File: config.mk
export PLATFORM = sky130hd
export DESIGN_NAME = gtil_global_config
export DESIGN_NICKNAME = d
export VERILOG_FILES = /design/src/rtl/gtil_pkg.sv /design/src/rtl/gtil_global_config.sv
export SDC_FILE = /design/constraint.sdc
export NUM_CORES = 1
export LEC_CHECK = 0
export BUFFER_PORTS_ARGS = -buffer_cell sky130_fd_sc_hd__buf_4
export CELL_PAD_IN_SITES_DETAIL_PLACEMENT = 0
export CELL_PAD_IN_SITES_GLOBAL_PLACEMENT = 2
export CORE_AREA = 2 2 109 111
export CTS_BUF_LIST = sky130_fd_sc_hd__clkbuf_2 sky130_fd_sc_hd__clkbuf_4 sky130_fd_sc_hd__clkbuf_8
export DETAILED_ROUTE_END_ITERATION = 8
export DIE_AREA = 0 0 111 113
export GPL_ROUTABILITY_DRIVEN = 0
export PLACE_DENSITY_LB_ADDON = 0.1
export RECOVER_POWER = 100
export SKIP_LAST_GASP = 1
export SLEW_MARGIN = 20
export SYNTH_ARGS = -nofsm -noshare
export SYNTH_HDL_FRONTEND = slang
export SYNTH_SLANG_ARGS = --single-unit
File: constraint.sdc
create_clock -name i_clk -period 3.79 [get_ports i_clk]
set_input_delay 0.1895 -clock i_clk [delete_from_list [all_inputs] [get_ports i_clk]]
set_output_delay 0.1895 -clock i_clk [all_outputs]
set_load 0.05 [all_outputs]
File: src/rtl/gtil_pkg.sv
package gtil_pkg;

  // Register addresses on the device's 8-bit address bus.
  localparam logic [7:0] ADDR_SUMMARY   = 8'h80;
  localparam logic [7:0] ADDR_SRC_A     = 8'h81;
  localparam logic [7:0] ADDR_SRC_B     = 8'h82;
  localparam logic [7:0] ADDR_SRC_C     = 8'h83;
  localparam logic [7:0] ADDR_TMR_CMD   = 8'h84;
  localparam logic [7:0] ADDR_SPARE     = 8'h85;
  localparam logic [7:0] ADDR_RELOAD_LO = 8'h86;
  localparam logic [7:0] ADDR_RELOAD_HI = 8'h87;
  localparam logic [7:0] ADDR_X8_SEL    = 8'h88;
  localparam logic [7:0] ADDR_X4_SEL    = 8'h89;

  // Reset values.
  localparam logic [7:0] RST_RELOAD = 8'h00;
  localparam logic [7:0] RST_X8     = 8'h00;
  localparam logic [7:0] RST_X4     = 8'h00;

  // Command field of the timer command register.
  localparam int CMD_LSB = 0;
  localparam int CMD_MSB = 3;

  localparam logic [3:0] CMD_INT_EN    = 4'h1;
  localparam logic [3:0] CMD_INT_DIS   = 4'h2;
  localparam logic [3:0] CMD_ONESHOT   = 4'h3;
  localparam logic [3:0] CMD_PERIODIC  = 4'h4;
  localparam logic [3:0] CMD_SRC_XTAL  = 4'h5;
  localparam logic [3:0] CMD_SRC_EXT   = 4'h6;
  localparam logic [3:0] CMD_START     = 4'h9;
  localparam logic [3:0] CMD_STOP      = 4'ha;
  localparam logic [3:0] CMD_RESET     = 4'hb;

  localparam logic [7:0] STAT_PENDING = 8'h01;
  localparam logic [7:0] STAT_IDLE    = 8'h00;

  // Per-channel interrupt source codes.
  localparam logic [2:0] SRC_NONE    = 3'h0;
  localparam logic [2:0] SRC_RX      = 3'h1;
  localparam logic [2:0] SRC_RX_TOUT = 3'h2;
  localparam logic [2:0] SRC_TX      = 3'h3;
  localparam logic [2:0] SRC_MODEM   = 3'h4;
  localparam logic [2:0] SRC_TIMER   = 3'h7;

  // Sample-rate encodings.
  typedef enum logic [1:0]
  {
    GTIL_RATE_16X = 2'b00,
    GTIL_RATE_8X  = 2'b01,
    GTIL_RATE_4X  = 2'b10
  } gtil_rate_t;

  localparam int NUM_CH   = 8;
  localparam int CODE_W   = 3;
  localparam int TIMER_W  = 16;

endpackage : gtil_pkg

File: src/rtl/gtil_global_config.sv
`timescale 1ns/1ps
`default_nettype none

// Function
// - Three bytes hold eight 3-bit source codes.
// - Highest-priority pending source wins per channel.
// - Code zero means nothing pending.
// - Code 1 for receive-ready or line errors.
// - Code 2 for receive data time-out.
// - Code 3 for transmit-ready.
// - Code 4 for modem delta or character detect.
// - Code 7 timer only in channel 0.
// - Timer counts crystal or external pin clock.
// - Terminal count from high and low bytes.
// - Count bytes read back programmed value only.
// - Count bytes reset to zero.
// - Commands self-clear; upper bits reserved.
// - Command read shows pending flag, clears it.
// - Codes 1 and 2 enable/disable interrupt.
// - Codes 3 and 4 select one-shot/periodic.
// - Codes 5 and 6 select clock source.
// - Codes 9, 10, 11 start, stop, reset.
// - Reset: disabled, periodic, crystal, stopped.
// - One-shot times out once; periodic repeats.
// - Select bits give 16X, 8X or 4X.
// - Summary bit set while channel requests service.
module gtil_global_config
#(
  parameter int NCH = gtil_pkg::NUM_CH
)
(
  // Clock and reset.
  input  wire logic                  i_clk,
  input  wire logic                  i_resetn,
  // Register port.
  input  wire logic [7:0]            i_addr,
  input  wire logic                  i_wr,
  input  wire logic                  i_rd,
  input  wire logic [7:0]            i_wdata,
  output logic      [7:0]            o_rdata,
  // Timer clock sources.
  input  wire logic                  i_xtal_tick,
  input  wire logic                  i_timer_ext_clock_pin,
  // Per-channel pending sources from the UART cores.
  input  wire logic [NCH-1:0]        i_receive_ready_int,
  input  wire logic [NCH-1:0]        i_line_status_int,
  input  wire logic [NCH-1:0]        i_rx_timeout_int,
  input  wire logic [NCH-1:0]        i_transmit_ready_int,
  input  wire logic [NCH-1:0]        i_modem_int,
  // Outputs.
  output logic      [NCH-1:0]        o_channel_summary_flags,
  output logic      [NCH*2-1:0]      o_sample_rate,
  output logic                       o_irq,
  output logic                       o_timer_timeout
);

  typedef logic [gtil_pkg::CODE_W-1:0] gtil_code_t;

  // Priority encoder shared by every channel.
  function automatic gtil_code_t gtil_encode(input logic rx, input logic ls,
                                             input logic to, input logic tx,
                                             input logic md, input logic tm);
    gtil_code_t c;
    c = gtil_pkg::SRC_NONE;
    if (rx || ls)
      c = gtil_pkg::SRC_RX;
    else if (to)
      c = gtil_pkg::SRC_RX_TOUT;
    else if (tx)
      c = gtil_pkg::SRC_TX;
    else if (md)
      c = gtil_pkg::SRC_MODEM;
    else if (tm)
      c = gtil_pkg::SRC_TIMER;
    return c;
  endfunction : gtil_encode

  // Registers.
  logic [7:0]  reload_lo_q;
  logic [7:0]  reload_hi_q;
  logic [7:0]  x8_q;
  logic [7:0]  x4_q;
  logic        int_en_q;
  logic        oneshot_q;
  logic        ext_src_q;
  logic        running_q;
  logic        pending_q;
  logic [15:0] count_q;
  logic        ext_s1_q;
  logic        ext_s2_q;
  logic        ext_s3_q;

  logic [15:0] term_n;
  logic        cmd_wr;
  logic [3:0]  cmd;
  logic        tick;
  logic        timeout;
  logic        stat_rd;
  logic [NCH*3-1:0] codes;

  assign term_n  = {reload_hi_q, reload_lo_q};
  assign cmd_wr  = i_wr && (i_addr == gtil_pkg::ADDR_TMR_CMD);
  assign cmd     = i_wdata[gtil_pkg::CMD_MSB:gtil_pkg::CMD_LSB];
  assign stat_rd = i_rd && (i_addr == gtil_pkg::ADDR_TMR_CMD);

  // External pin synchroniser plus rising-edge detect on the second stage.
  always_ff @(posedge i_clk or negedge i_resetn)
  begin
    if (!i_resetn)
    begin
      ext_s1_q <= 1'b0;
      ext_s2_q <= 1'b0;
      ext_s3_q <= 1'b0;
    end
    else
    begin
      ext_s1_q <= i_timer_ext_clock_pin;
      ext_s2_q <= ext_s1_q;
      ext_s3_q <= ext_s2_q;
    end
  end

  assign tick = ext_src_q ? (ext_s2_q && !ext_s3_q) : i_xtal_tick;
  assign timeout = running_q && tick && (count_q == 16'h0001);

  // Count-value and sample-rate registers.
  always_ff @(posedge i_clk or negedge i_resetn)
  begin
    if (!i_resetn)
    begin
      reload_lo_q <= gtil_pkg::RST_RELOAD;
      reload_hi_q <= gtil_pkg::RST_RELOAD;
      x8_q        <= gtil_pkg::RST_X8;
      x4_q        <= gtil_pkg::RST_X4;
    end
    else if (i_wr)
    begin
      if (i_addr == gtil_pkg::ADDR_RELOAD_LO)
        reload_lo_q <= i_wdata;
      else if (i_addr == gtil_pkg::ADDR_RELOAD_HI)
        reload_hi_q <= i_wdata;
      else if (i_addr == gtil_pkg::ADDR_X8_SEL)
        x8_q <= i_wdata;
      else if (i_addr == gtil_pkg::ADDR_X4_SEL)
        x4_q <= i_wdata;
    end
  end

  // Timer mode bits, driven only by commands; nothing stores the command.
  always_ff @(posedge i_clk or negedge i_resetn)
  begin
    if (!i_resetn)
    begin
      int_en_q  <= 1'b0;
      oneshot_q <= 1'b0;
      ext_src_q <= 1'b0;
    end
    else if (cmd_wr)
    begin
      case (cmd)
        gtil_pkg::CMD_INT_EN:   int_en_q  <= 1'b1;
        gtil_pkg::CMD_INT_DIS:  int_en_q  <= 1'b0;
        gtil_pkg::CMD_ONESHOT:  oneshot_q <= 1'b1;
        gtil_pkg::CMD_PERIODIC: oneshot_q <= 1'b0;
        gtil_pkg::CMD_SRC_XTAL: ext_src_q <= 1'b0;
        gtil_pkg::CMD_SRC_EXT:  ext_src_q <= 1'b1;
        default:                ;
      endcase
    end
  end

  // Counter: loads N at start, times out after N ticks.
  always_ff @(posedge i_clk or negedge i_resetn)
  begin
    if (!i_resetn)
    begin
      running_q <= 1'b0;
      count_q   <= 16'h0000;
    end
    else if (cmd_wr && cmd == gtil_pkg::CMD_START)
    begin
      running_q <= 1'b1;
      count_q   <= term_n;
    end
    else if (cmd_wr && cmd == gtil_pkg::CMD_STOP)
      running_q <= 1'b0;
    else if (cmd_wr && cmd == gtil_pkg::CMD_RESET)
    begin
      running_q <= 1'b0;
      count_q   <= term_n;
    end
    else if (running_q && tick)
    begin
      if (count_q == 16'h0001)
      begin
        count_q   <= term_n;
        running_q <= !oneshot_q;
      end
      else
        count_q <= count_q - 16'h0001;
    end
  end

  // Pending flag: a time-out in the clearing cycle still sets it.
  always_ff @(posedge i_clk or negedge i_resetn)
  begin
    if (!i_resetn)
      pending_q <= 1'b0;
    else if (timeout)
      pending_q <= 1'b1;
    else if (stat_rd)
      pending_q <= 1'b0;
  end

  // Source codes and summary flags.
  genvar g;
  generate
    for (g = 0; g < NCH; g++)
    begin : g_ch
      logic tm;
      assign tm = (g == 0) ? (pending_q && int_en_q) : 1'b0;
      assign codes[g*3 +: 3] = gtil_encode(i_receive_ready_int[g],
                                           i_line_status_int[g],
                                           i_rx_timeout_int[g],
                                           i_transmit_ready_int[g],
                                           i_modem_int[g], tm);
      assign o_channel_summary_flags[g] =
        (codes[g*3 +: 3] != gtil_pkg::SRC_NONE);
      assign o_sample_rate[g*2 +: 2] =
        (x8_q[g] && !x4_q[g]) ? gtil_pkg::GTIL_RATE_8X :
        (x4_q[g] && !x8_q[g]) ? gtil_pkg::GTIL_RATE_4X :
                                gtil_pkg::GTIL_RATE_16X;
    end
  endgenerate

  assign o_irq = |o_channel_summary_flags;
  assign o_timer_timeout = timeout;

  // Read data mux.
  always_comb
  begin
    o_rdata = 8'h00;
    if (i_addr == gtil_pkg::ADDR_SUMMARY)
      o_rdata = o_channel_summary_flags;
    else if (i_addr == gtil_pkg::ADDR_SRC_A)
      o_rdata = codes[7:0];
    else if (i_addr == gtil_pkg::ADDR_SRC_B)
      o_rdata = codes[15:8];
    else if (i_addr == gtil_pkg::ADDR_SRC_C)
      o_rdata = codes[23:16];
    else if (i_addr == gtil_pkg::ADDR_TMR_CMD)
      o_rdata = pending_q ? gtil_pkg::STAT_PENDING
                          : gtil_pkg::STAT_IDLE;
    else if (i_addr == gtil_pkg::ADDR_RELOAD_LO)
      o_rdata = reload_lo_q;
    else if (i_addr == gtil_pkg::ADDR_RELOAD_HI)
      o_rdata = reload_hi_q;
    else if (i_addr == gtil_pkg::ADDR_X8_SEL)
      o_rdata = x8_q;
    else if (i_addr == gtil_pkg::ADDR_X4_SEL)
      o_rdata = x4_q;
  end

endmodule : gtil_global_config

`default_nettype wire

==> Word level (Yosys, flattened, before mapping) <==
Cells that the tools add are included.
{ "word_totals": {"ff_bits": 56, "inputBits": 62, "wordCells": 188} }
{ "classes": {"add_sub_neg": 1, "n_eq_ne": 20, "muxes": 75, "bitwise_logic": 3, "n_reduce_logical": 76} }
{ "ops": {"columns": ["operator", "count"], "rows": [
  ["2-to-1 mux 3 bit", 33],
  ["2-to-1 mux 16 bit", 5],
  ["equality test 8 bit, second input constant", 9],
  ["2-to-1 mux 8 bit", 9],
  ["2-to-1 mux 2 bit", 16],
  ["nonzero test 3 bit", 9],
  ["logical AND 1 bit", 25],
  ["zero test 1 bit", 18],
  ["equality test 16 x 1 -> 1 bit, second input constant", 1],
  ["subtractor 16 x 1 -> 16 bit, second input constant", 1],
  ["equality test 4 x 3 -> 1 bit, second input constant", 3],
  ["equality test 4 bit, second input constant", 3],
  ["AND reduction 2 bit", 6],
  ["2-to-1 mux 1 bit", 9],
  ["equality test 4 x 2 -> 1 bit, second input constant", 2],
  ["logical OR 1 bit", 8],
  ["nonzero test 2 bit", 4],
  ["nonzero test 4 bit", 2],
  ["OR reduction 8 bit", 1],
  ["case mux 1 bit (2 select lines)", 3],
  ["AND reduction 5 bit", 1],
  ["equality test 4 x 1 -> 1 bit, second input constant", 1],
  ["AND reduction 4 bit", 1],
  ["inverter 1 bit", 3],
  ["2 further kinds", 2]
]} }

==> Longest topological paths before layout <==
Gate-level depths: netlist (run 1).
{ "logic_depth": {"word_depth": 10, "ltp_mapped": 9} }

==> Worst setup path after synthesis (run 1) <==
OpenSTA, ideal clock, no wires.
{ "synth_timing": {"path_type": "input port to output port", "from": "input i_addr[5]", "to": "output o_rdata[1]", "t_arrival_ns": 2.521, "path_slack_ns": 1.079, "path_stages": 7, "path_buffers": 2, "path_cell_list": "or4b_1 -> buf_2 -> or3_1 -> clkbuf_1 -> nor2_1 -> nand4_1 -> a31oi_1"} }
{ "synth_between": {"elab_chain_len": 10} }
{ "synth_rtl": {"columns": ["element", "line_no", "source"], "rows": [
  ["start: declaration", "gtil_global_config.sv:36", "input wire logic [7:0] i_addr,"],
  ["equality test 8 bit", "gtil_global_config.sv:260", "else if (i_addr == gtil_pkg::ADDR_X4_SEL)"],
  ["2-to-1 mux 8 bit", "gtil_global_config.sv:260", null],
  ["2-to-1 mux 8 bit", "gtil_global_config.sv:258", "else if (i_addr == gtil_pkg::ADDR_X8_SEL)"],
  ["2-to-1 mux 8 bit", "gtil_global_config.sv:256", "else if (i_addr == gtil_pkg::ADDR_RELOAD_HI)"],
  ["2-to-1 mux 8 bit", "gtil_global_config.sv:254", "else if (i_addr == gtil_pkg::ADDR_RELOAD_LO)"],
  ["2-to-1 mux 8 bit", "gtil_global_config.sv:251", "else if (i_addr == gtil_pkg::ADDR_TMR_CMD)"],
  ["2-to-1 mux 8 bit", "gtil_global_config.sv:249", "else if (i_addr == gtil_pkg::ADDR_SRC_C)"],
  ["2-to-1 mux 8 bit", "gtil_global_config.sv:247", "else if (i_addr == gtil_pkg::ADDR_SRC_B)"],
  ["2-to-1 mux 8 bit", "gtil_global_config.sv:245", "else if (i_addr == gtil_pkg::ADDR_SRC_A)"],
  ["2-to-1 mux 8 bit (*)", "gtil_global_config.sv:243", "if (i_addr == gtil_pkg::ADDR_SUMMARY)"],
  ["end: declaration", "gtil_global_config.sv:40", "output logic [7:0] o_rdata,"]
]} }
Every way passes the cells marked *; elsewhere a longest branch is shown, timed or not.

==> Final worst setup path (run 1) <==
{ "layout_timing": {"from": "input i_addr[4]", "to": "output o_rdata[1]"} }
Same word-level chain as after synthesis.

==> results of run 1 <==
==> Yosys cell counts (6+ instances only) <==
cell | n | area, um^2
mux2_2 | 32 | 360
clkbuf_1 | 17 | 63.8
nor2_1 | 33 | 124
a31oi_1 | 6 | 37.5
nor2b_1 | 24 | 150
o22ai_1 | 6 | 37.5
nand3_1 | 18 | 90.1
nor4_1 | 12 | 75.1
a21oi_1 | 31 | 155
nand2b_1 | 11 | 68.8
inv_1 | 11 | 41.3
nand3b_1 | 7 | 52.6
nand4_1 | 8 | 50.1
nand2_1 | 28 | 105
or4_1 | 6 | 45.0
nor3_1 | 13 | 65.1
o21ai_0 | 20 | 100
dfrtp_1 | 56 | 1400
==> per-stage QoR <==
stage | hold slack (ns) | total power [mW] | setup WS [ns]
2_1_floorplan | -0.106 | 0.783 | 1.08
3_3_place_gp | 0.297 | 0.905 | 0.898
3_5_place_dp | 0.302 | 0.908 | 0.836
4_1_cts | 0.127 | 1.27 | 0.837
5_1_grt | 0.123 | 1.31 | 0.504
6_report | 0.130 | 1.24 | 0.637
==> logic make-up after synthesis <==
family | count (synthesis)
buffers and inverters | 36
AOI/OAI and AO/OA | 127
DFF | 56
muxes | 37
adders and majority gates | 2
and+or+nand+nor | 190
==> flip-flops by register name, indices dropped and copies added, names as in the netlist <==
name,count
count_q,16
reload_hi_q,8
reload_lo_q,8
x4_q,8
x8_q,8
ext_s1_q,1
ext_s2_q,1
ext_s3_q,1
ext_src_q,1
int_en_q,1
oneshot_q,1
pending_q,1
running_q,1
==> power breakdown <==
group	internal [mW]	switching (mW)
registers	0.618	0.0227
logic	0.0958	0.148
clock network	0.157	0.203
total	0.871	0.374
==> cell type report <==
| cell class | count | area share [%] |
|---|---|---|
| clock buffer | 7 | 1.91 |
| clock inverter | 1 | 0.159 |
| inverter | 11 | 0.873 |
| multi-input combinational | 356 | 50.5 |
| sequential | 56 | 29.6 |
| tap | 143 | 3.78 |
| timing repair buffer | 100 | 13.2 |
==> worst paths after layout <==
path | slack [ns] | cells after the start | start | endpoint
min in group asynchronous | 0.75 | 2 | i_resetn | count_q[5]
max in group asynchronous | 2.18 | 2 | i_resetn | reload_hi_q[6]
min reg2reg | 0.37 | 0 | ext_s1_q | ext_s2_q
min | 0.13 | 2 | i_wdata[7] | reload_hi_q[7]
max reg2reg | 0.78 | 5 | count_q[4] | count_q[12]
max | 0.64 | 7 | i_addr[4] | o_rdata[1]
==> metal layers <==
metal / GRT usage, % / vias to the layer above / part of all wire, %
met3: 2.46 / 7 / 4.0
met5: 0 / - / 0
met1: 29.7 / 1899 / 48
met4: 2.42 / 0 / 0.46
li1: - / 1874 / -
met2: 33.1 / 102 / 47
==> impl_metrics.ini, run 1 <==
[outcome]
status = finished with violations
violations = capacitance limit, slew limit

[routing]
drc_errors = 0
wl_per_cell_um = 19.2
ant_nets = 0
vias = 3882
drt-initial-drc-count = 229
drt-vias-per-instance = 5.76
routed_wl_um = 12900
firstDrtPassIters = 6

[setup_path]
path_buf_inv = 2
crit_family = simple AND/OR/NAND/NOR gates
end_kind = primary output
crit_type = primary input to primary output
arrival_ns = 2.96
required_ns = 3.60
path_max_fanout = 15
cpPeakStageDelay_ns = 0.77
cp_slowest_cell = or4b_1
path_cells = buf_4 > or4b_1 > or3_1 > nor2_1 > nand4_1 > a31oi_1 > clkbuf_1
critPathLaunchType = primary input

[global_routing]
grt_antenna_before_repair = 0
grt_overflow_total = 0
first_global_vias = 3756
grt_pass1_wl_um = 20400
grt_usage_pct = 20.2
grt_max_degree = 57

[clock_tree]
clkLatencyLatePin_ns = 0.31
cts_buffers = 5
cts.reportedPaths.clkPinSlew_ns = 0.10
cts_buffer_depth = 2
cts-root-buf = clkbuf_8
hold_buffers = 2
cts_max_level = 2
cts_tree = built
postCtsSetupBuffers = 0
cts.sinks = 56
ctsResizeCount = 0

[synthesis]
synth_edf_count = 0
synth_flop_cell = dfrtp_1
syn_area_um2 = 3990
synthAdderAreaFrac_pct = 0.627
synthSimpleGateAreaFrac_pct = 27.7
ys_warn_count = 0
synthMuxAreaShare_pct = 10.3
synth_compound_area_share_pct = 22.1
synth.avg_cell_area_um2 = 8.91
ys_types = 72
ys_ff_latch = 56
syn_nets = 512
async_flop_share_pct = 100
synth_top_family_by_area = simple AND/OR/NAND/NOR gates
ys_seq_area_share_pct = 35.1
synthXorXnorAreaFrac_pct = 0
synth_cells = 448

[sta]
setup_viol = 0
post-route-period-util_pct = 83.2
slew_headroom_pct = -44.6
post-route-min-period_ns = 3.15
clock_skew_ns = 0.0105
hold_viol = 0
worst_pin_slew_ns = 2.14
rsz0062_at_grt = no
setup_tns_ns = 0
slew_viol_final = 9
fmax_mhz = 317

[floorplanning]
core_area_um2 = 11300
start_util_pct = 35.4
rows = 39
dieArea_um2 = 12500
die_w_um = 111
ios = 96
die_y_um = 113

[finish]
num-nets-final = 594
fillers = 1163
n_antenna_cell = 0
register_area_um2 = 1400
final_util_pct = 41.9
design_area_um2 = 4730
layout-drive-gt1-share_pct = 22.4
layout_common_cells = buf_4, dfrtp_1, clkbuf_1
final_cells = 674
final_common_cell = buf_4
area_delta_synth_final_pct = 18.4
multi_input_area_um2 = 2390

[pwr]
peakVddDrop_mv = 0.175
leakage_nw = 1.94
p_per_area_nw_per_um2 = 263

[place]
placedInstanceArea_um2 = 4780
dp_hpwl_um = 9790
io_buffers = 95
placed_cells = 664

[min_path]
holdCritPathClass = primary input to flop

[job]
cap_violations = 1
No activity file was read; power rests on OpenSTA's default activity.
==> inputs of run 2 (changes only) <==
--- a/config.mk
+++ b/config.mk
@@ -8,10 +8,10 @@
 export BUFFER_PORTS_ARGS = -buffer_cell sky130_fd_sc_hd__buf_4
 export CELL_PAD_IN_SITES_DETAIL_PLACEMENT = 0
 export CELL_PAD_IN_SITES_GLOBAL_PLACEMENT = 2
-export CORE_AREA = 2 2 109 111
+export CORE_AREA = 2 2 119 121
 export CTS_BUF_LIST = sky130_fd_sc_hd__clkbuf_2 sky130_fd_sc_hd__clkbuf_4 sky130_fd_sc_hd__clkbuf_8
 export DETAILED_ROUTE_END_ITERATION = 8
-export DIE_AREA = 0 0 111 113
+export DIE_AREA = 0 0 121 123
 export GPL_ROUTABILITY_DRIVEN = 0
 export PLACE_DENSITY_LB_ADDON = 0.1
 export RECOVER_POWER = 100
==> constraint.sdc (replaced) <==
create_clock -name i_clk -period 2.55 [get_ports i_clk]
set_input_delay 0.1275 -clock i_clk [delete_from_list [all_inputs] [get_ports i_clk]]
set_output_delay 0.1275 -clock i_clk [all_outputs]
set_load 0.05 [all_outputs]
==> impl_metrics.ini, run 2 (synthesis gave the netlist of run 1 again) <==
[setup_path]
end_kind = flop
path_max_fanout = 12
required_ns = 2.76
cp_slowest_cell = nor4b_1
arrival_ns = 2.53
cpPeakStageDelay_ns = 0.77
critPathLaunchType = primary input
crit_family = simple AND/OR/NAND/NOR gates
path_buf_inv = 3
crit_top_cell = clkbuf_1
crit_type = primary input to flop
path_cells = buf_4 > or4b_1 > clkbuf_1 > nor4b_1 > clkbuf_1 > mux2_2

[sta]
postLayoutSetupSlackWorst_ns = 0.228
rsz0062_at_grt = no
fmax_mhz = 431
slew_viol_final = 0
slew_headroom_pct = 6.72
hold_viol = 0
setup_viol = 0
worst_pin_slew_ns = 1.40
post-route-min-period_ns = 2.32
clock_skew_ns = 0.00625
post-route-period-util_pct = 91.1
setup_tns_ns = 0

[routing]
drt-vias-per-instance = 5.39
firstDrtPassIters = 4
drt-initial-drc-count = 167
drc_errors = 0
vias = 3937
routed_wl_um = 13500
ant_nets = 0
wl_per_cell_um = 18.5

[outcome]
status = completed

[pwr]
pwr-share-seq_pct = 49.4
combPwrFrac_pct = 19.1
p_clk_share_pct = 31.5
intPower_mw = 1.37
p_sw_share_pct = 29.0
peakVddDrop_mv = 0.187
p_per_area_nw_per_um2 = 389
p_switching_mw = 0.561
leakage_nw = 2.07

[clock_tree]
cts_buffer_depth = 2
cts.reportedPaths.clkPinSlew_ns = 0.10
cts_tree = built
cts_max_level = 2
cts.sinks = 56
cts_buffers = 5
clkLatencyLatePin_ns = 0.32
postCtsSetupBuffers = 0
cts-root-buf = clkbuf_8

[global_routing]
first_global_vias = 3863
grt_antenna_before_repair = 0
grt_pass1_wl_um = 21400
grt_usage_pct = 18.5
grt_max_degree = 57
grt_overflow_total = 0

[place]
pre_cts_slack_ns = 0.157
dp_hpwl_um = 10500
io_buffers = 95

[finish]
layout_common_cells = buf_4, dfrtp_1
area_delta_synth_final_pct = 24.2
largest_reg_flops = 16
num-nets-final = 614
regMostFlops = count_q
final_common_cell = buf_4
layout-drive-gt1-share_pct = 26.7
n_antenna_cell = 0

[min_path]
holdCritPathClass = primary input to flop

[floorplanning]
die_y_um = 123
core_area_um2 = 13600
ios = 96
start_util_pct = 29.3
die_w_um = 121
rows = 43
dieArea_um2 = 14900

[job]
cap_violations = 0
## run 2: cell types whose count changed in the layout (fill, tap and decap cells not counted), moves of 3 or more
| cell | previous run | this run |
|---|---|---|
| o21ai_0 | 23 | 20 |
| buf_4 | 61 | 81 |
| clkbuf_1 | 35 | 32 |
| clkbuf_2 | 1 | 4 |
## run 2: layout make-up
type,count,area (um^2)
fillers,1455,8650
inverters,11,41.3
clock inverters,2,35.0
multi-input cells,356,2400
well taps,180,225
flip-flops and latches,56,1400
clock buffers,6,76.3
repair buffers,120,776
## run 2: power by group through the flow
stage | Combinational [mW] | Sequential, mW | Clock [mW]
2_1_floorplan | 0.207 | 0.956 | 0
3_3_place_gp | 0.384 | 0.972 | 0
3_5_place_dp | 0.385 | 0.972 | 0
4_1_cts | 0.389 | 0.955 | 0.628
5_1_grt | 0.403 | 0.959 | 0.667
6_report | 0.368 | 0.954 | 0.609
## run 2: repair_timing
item,4_1_cts,5_1_grt
endpoints found under the setup margin,0,1
gates resized for setup,0,2
hold buffers,2,0
hold endpoints to repair,57,0
## run 2: path summary, 6_finish.rpt
check,start,cells after the start,slack [ns],end
worst max register to register,count_q[8],5,0.36,count_q[15]
min in group asynchronous,i_resetn,2,0.66,count_q[4]
worst min register to register,ext_s1_q,0,0.36,ext_s2_q
worst min-delay path,i_wdata[6],2,0.07,x8_q[6]
worst max-delay path,i_addr[4],6,0.23,x8_q[3]
max in group asynchronous,i_resetn,2,1.05,pending_q
## run 2: stage by stage
step / power, mW / area, um^2 / util, % / hold WS, ns / cells
6_report: 1.93 / 4960 / 36.4 / 0.0667 / 731
4_1_cts: 1.97 / 5120 / 37.6 / 0.0594 / 731
3_5_place_dp: 1.36 / 4980 / 36.6 / 0.239 / 721
5_1_grt: 2.03 / 4960 / 36.4 / 0.0630 / 731
2_1_floorplan: 1.16 / 4000 / - / -0.168 / 448
3_3_place_gp: 1.36 / 4980 / 36.6 / 0.237 / 721
## run 2: worst register-to-register path, stage by stage (launching register included)
cell and delay, ns:
dfrtp_1 0.46, nor3_1 0.45, nand3b_1 0.16, or4_1 0.45
o311a_1 0.30, a221o_1 0.26
## run 2: routing by layer
metal,vias to the layer above,part of all wire (%),global-route usage (%)
met5,-,0,0
met4,0,0.81,3.27
met3,7,3.8,2.26
met2,101,46,28.7
met1,1918,49,27.8
li1,1911,-,-
==> inputs of run 3 (changes only) <==
--- a/config.mk
+++ b/config.mk
@@ -8,12 +8,12 @@
 export BUFFER_PORTS_ARGS = -buffer_cell sky130_fd_sc_hd__buf_4
 export CELL_PAD_IN_SITES_DETAIL_PLACEMENT = 0
 export CELL_PAD_IN_SITES_GLOBAL_PLACEMENT = 2
-export CORE_AREA = 2 2 119 121
+export CORE_AREA = 2 2 109 111
 export CTS_BUF_LIST = sky130_fd_sc_hd__clkbuf_2 sky130_fd_sc_hd__clkbuf_4 sky130_fd_sc_hd__clkbuf_8
 export DETAILED_ROUTE_END_ITERATION = 8
-export DIE_AREA = 0 0 121 123
+export DIE_AREA = 0 0 111 113
 export GPL_ROUTABILITY_DRIVEN = 0
-export PLACE_DENSITY_LB_ADDON = 0.1
+export PLACE_DENSITY = 0.9
 export RECOVER_POWER = 100
 export SKIP_LAST_GASP = 1
 export SLEW_MARGIN = 20
==> constraint.sdc (replaced) <==
create_clock -name i_clk -period 2.75 [get_ports i_clk]
set_input_delay 0.1375 -clock i_clk [delete_from_list [all_inputs] [get_ports i_clk]]
set_output_delay 0.1375 -clock i_clk [all_outputs]
set_load 0.05 [all_outputs]
==> impl_metrics.ini, run 3 (synthesis gave the netlist of run 1 again) <==
[outcome]
status = completed

[routing]
vias = 3955
drc_errors = 0
drt-initial-drc-count = 180
drt-vias-per-instance = 5.75
firstDrtPassIters = 5
wl_per_cell_um = 18.2
ant_nets = 0
routed_wl_um = 12500

[clock_tree]
ctsResizeCount = 0
cts.reportedPaths.clkPinSlew_ns = 0.10
clkLatencyLatePin_ns = 0.31
cts_buffer_depth = 2
cts_max_level = 2
cts-root-buf = clkbuf_8
cts_buffers = 5
cts_tree = built
cts.sinks = 56

[floorplanning]
rows = 39
die_y_um = 113
core_area_um2 = 11300
die_w_um = 111
ios = 96
dieArea_um2 = 12500
start_util_pct = 35.4

[sta]
rsz0062_at_grt = no
hold_viol = 0
slew_headroom_pct = 6.51
postLayoutSetupSlackWorst_ns = 0.135
slew_viol_final = 0
fmax_mhz = 382
worst_pin_slew_ns = 1.40
post-route-period-util_pct = 95.1
clock_skew_ns = 0.00976
whs_ns = 0.0867
post-route-min-period_ns = 2.62
setup_viol = 0
setup_tns_ns = 0

[place]
placedInstanceArea_um2 = 4890
pre_cts_slack_ns = 0.211
placed_cells = 678
dp_hpwl_um = 9710
io_buffers = 95

[setup_path]
end_kind = flop
startpoint = i_addr[5]
critPathLaunchType = primary input
required_ns = 2.95
crit_type = primary input to flop
r2r-start = count_q[8]
path_max_fanout = 10
r2r_cells = 5
arrival_ns = 2.82

[min_path]
holdCritPathClass = primary input to flop
hold_depth = 2
hp-start = i_wdata[7]

[global_routing]
grt_overflow_total = 0
grt_pass1_wl_um = 20100
first_global_vias = 3889
grt_usage_pct = 19.6
grt_max_degree = 57
grt_antenna_before_repair = 0

[pwr]
p_sw_share_pct = 27.6
leakage_nw = 2.05
p_clk_share_pct = 32.5
peakVddDrop_mv = 0.255
intPower_mw = 1.31
combPwrFrac_pct = 18.6
total_power_mw = 1.81
pwr-share-seq_pct = 48.8
p_per_area_nw_per_um2 = 372
p_switching_mw = 0.500

[finish]
final_util_pct = 43.2
final_common_cell = buf_4
n_antenna_cell = 0
fillers = 1186
area_delta_synth_final_pct = 21.9
final_cells = 688
num-nets-final = 608
layout_common_cells = buf_4, dfrtp_1, nor2_1
layout-drive-gt1-share_pct = 25.9
largest_reg_flops = 16
design_area_um2 = 4870
regMostFlops = count_q

[job]
cap_violations = 0
## run 3: repair_timing
action / 4_1_cts / 5_1_grt
setup buffers: 0 / 0
hold buffers: 2 / 0
endpoints found under the hold margin: 57 / 0
endpoints found under the setup margin: 0 / 0
## run 3: metal layers
metal	GRT usage, %	vias to the layer above	wire length [um]
li1	-	1895	-
met1	28.4	1945	5930
met2	32.0	104	5990
met3	2.30	11	463
met4	3.50	0	118
met5	0	-	0
## run 3: cell type report
class	instances	area (um^2)	area share (%)
Timing Repair Buffer	114	723	14.9
Multi-Input combinational cell	356	2400	49.3
Tap cell	143	179	3.67
Sequential cell	56	1400	28.8
Clock buffer	7	96.3	1.98
Inverter	11	41.3	0.848
Clock inverter	1	30.0	0.617
## run 3: power by group through the flow
stage	combinational (mW)	clock [mW]	sequential (mW)
after floorplan	0.192	0	0.887
after global placement	0.346	0	0.898
after detailed placement	0.350	0	0.900
after CTS	0.354	0.602	0.884
after global routing	0.370	0.639	0.887
final	0.337	0.588	0.883
## run 3: path summary, 6_finish.rpt
check	slack, ns	endpoint
setup / recovery	0.13	x8_q[7]
hold / removal	0.09	reload_hi_q[7]
setup reg to reg	0.44	count_q[15]
hold reg to reg	0.36	ext_s2_q
max in group asynchronous	1.22	reload_lo_q[2]
min in group asynchronous	0.68	ext_s1_q
## run 3: worst max-delay path, cell delays in order
cell and delay, ns:
clkbuf_4 0.12, or4b_1 0.70, clkbuf_1 0.23, nor4b_1 0.97, buf_4 0.31, mux2_2 0.35
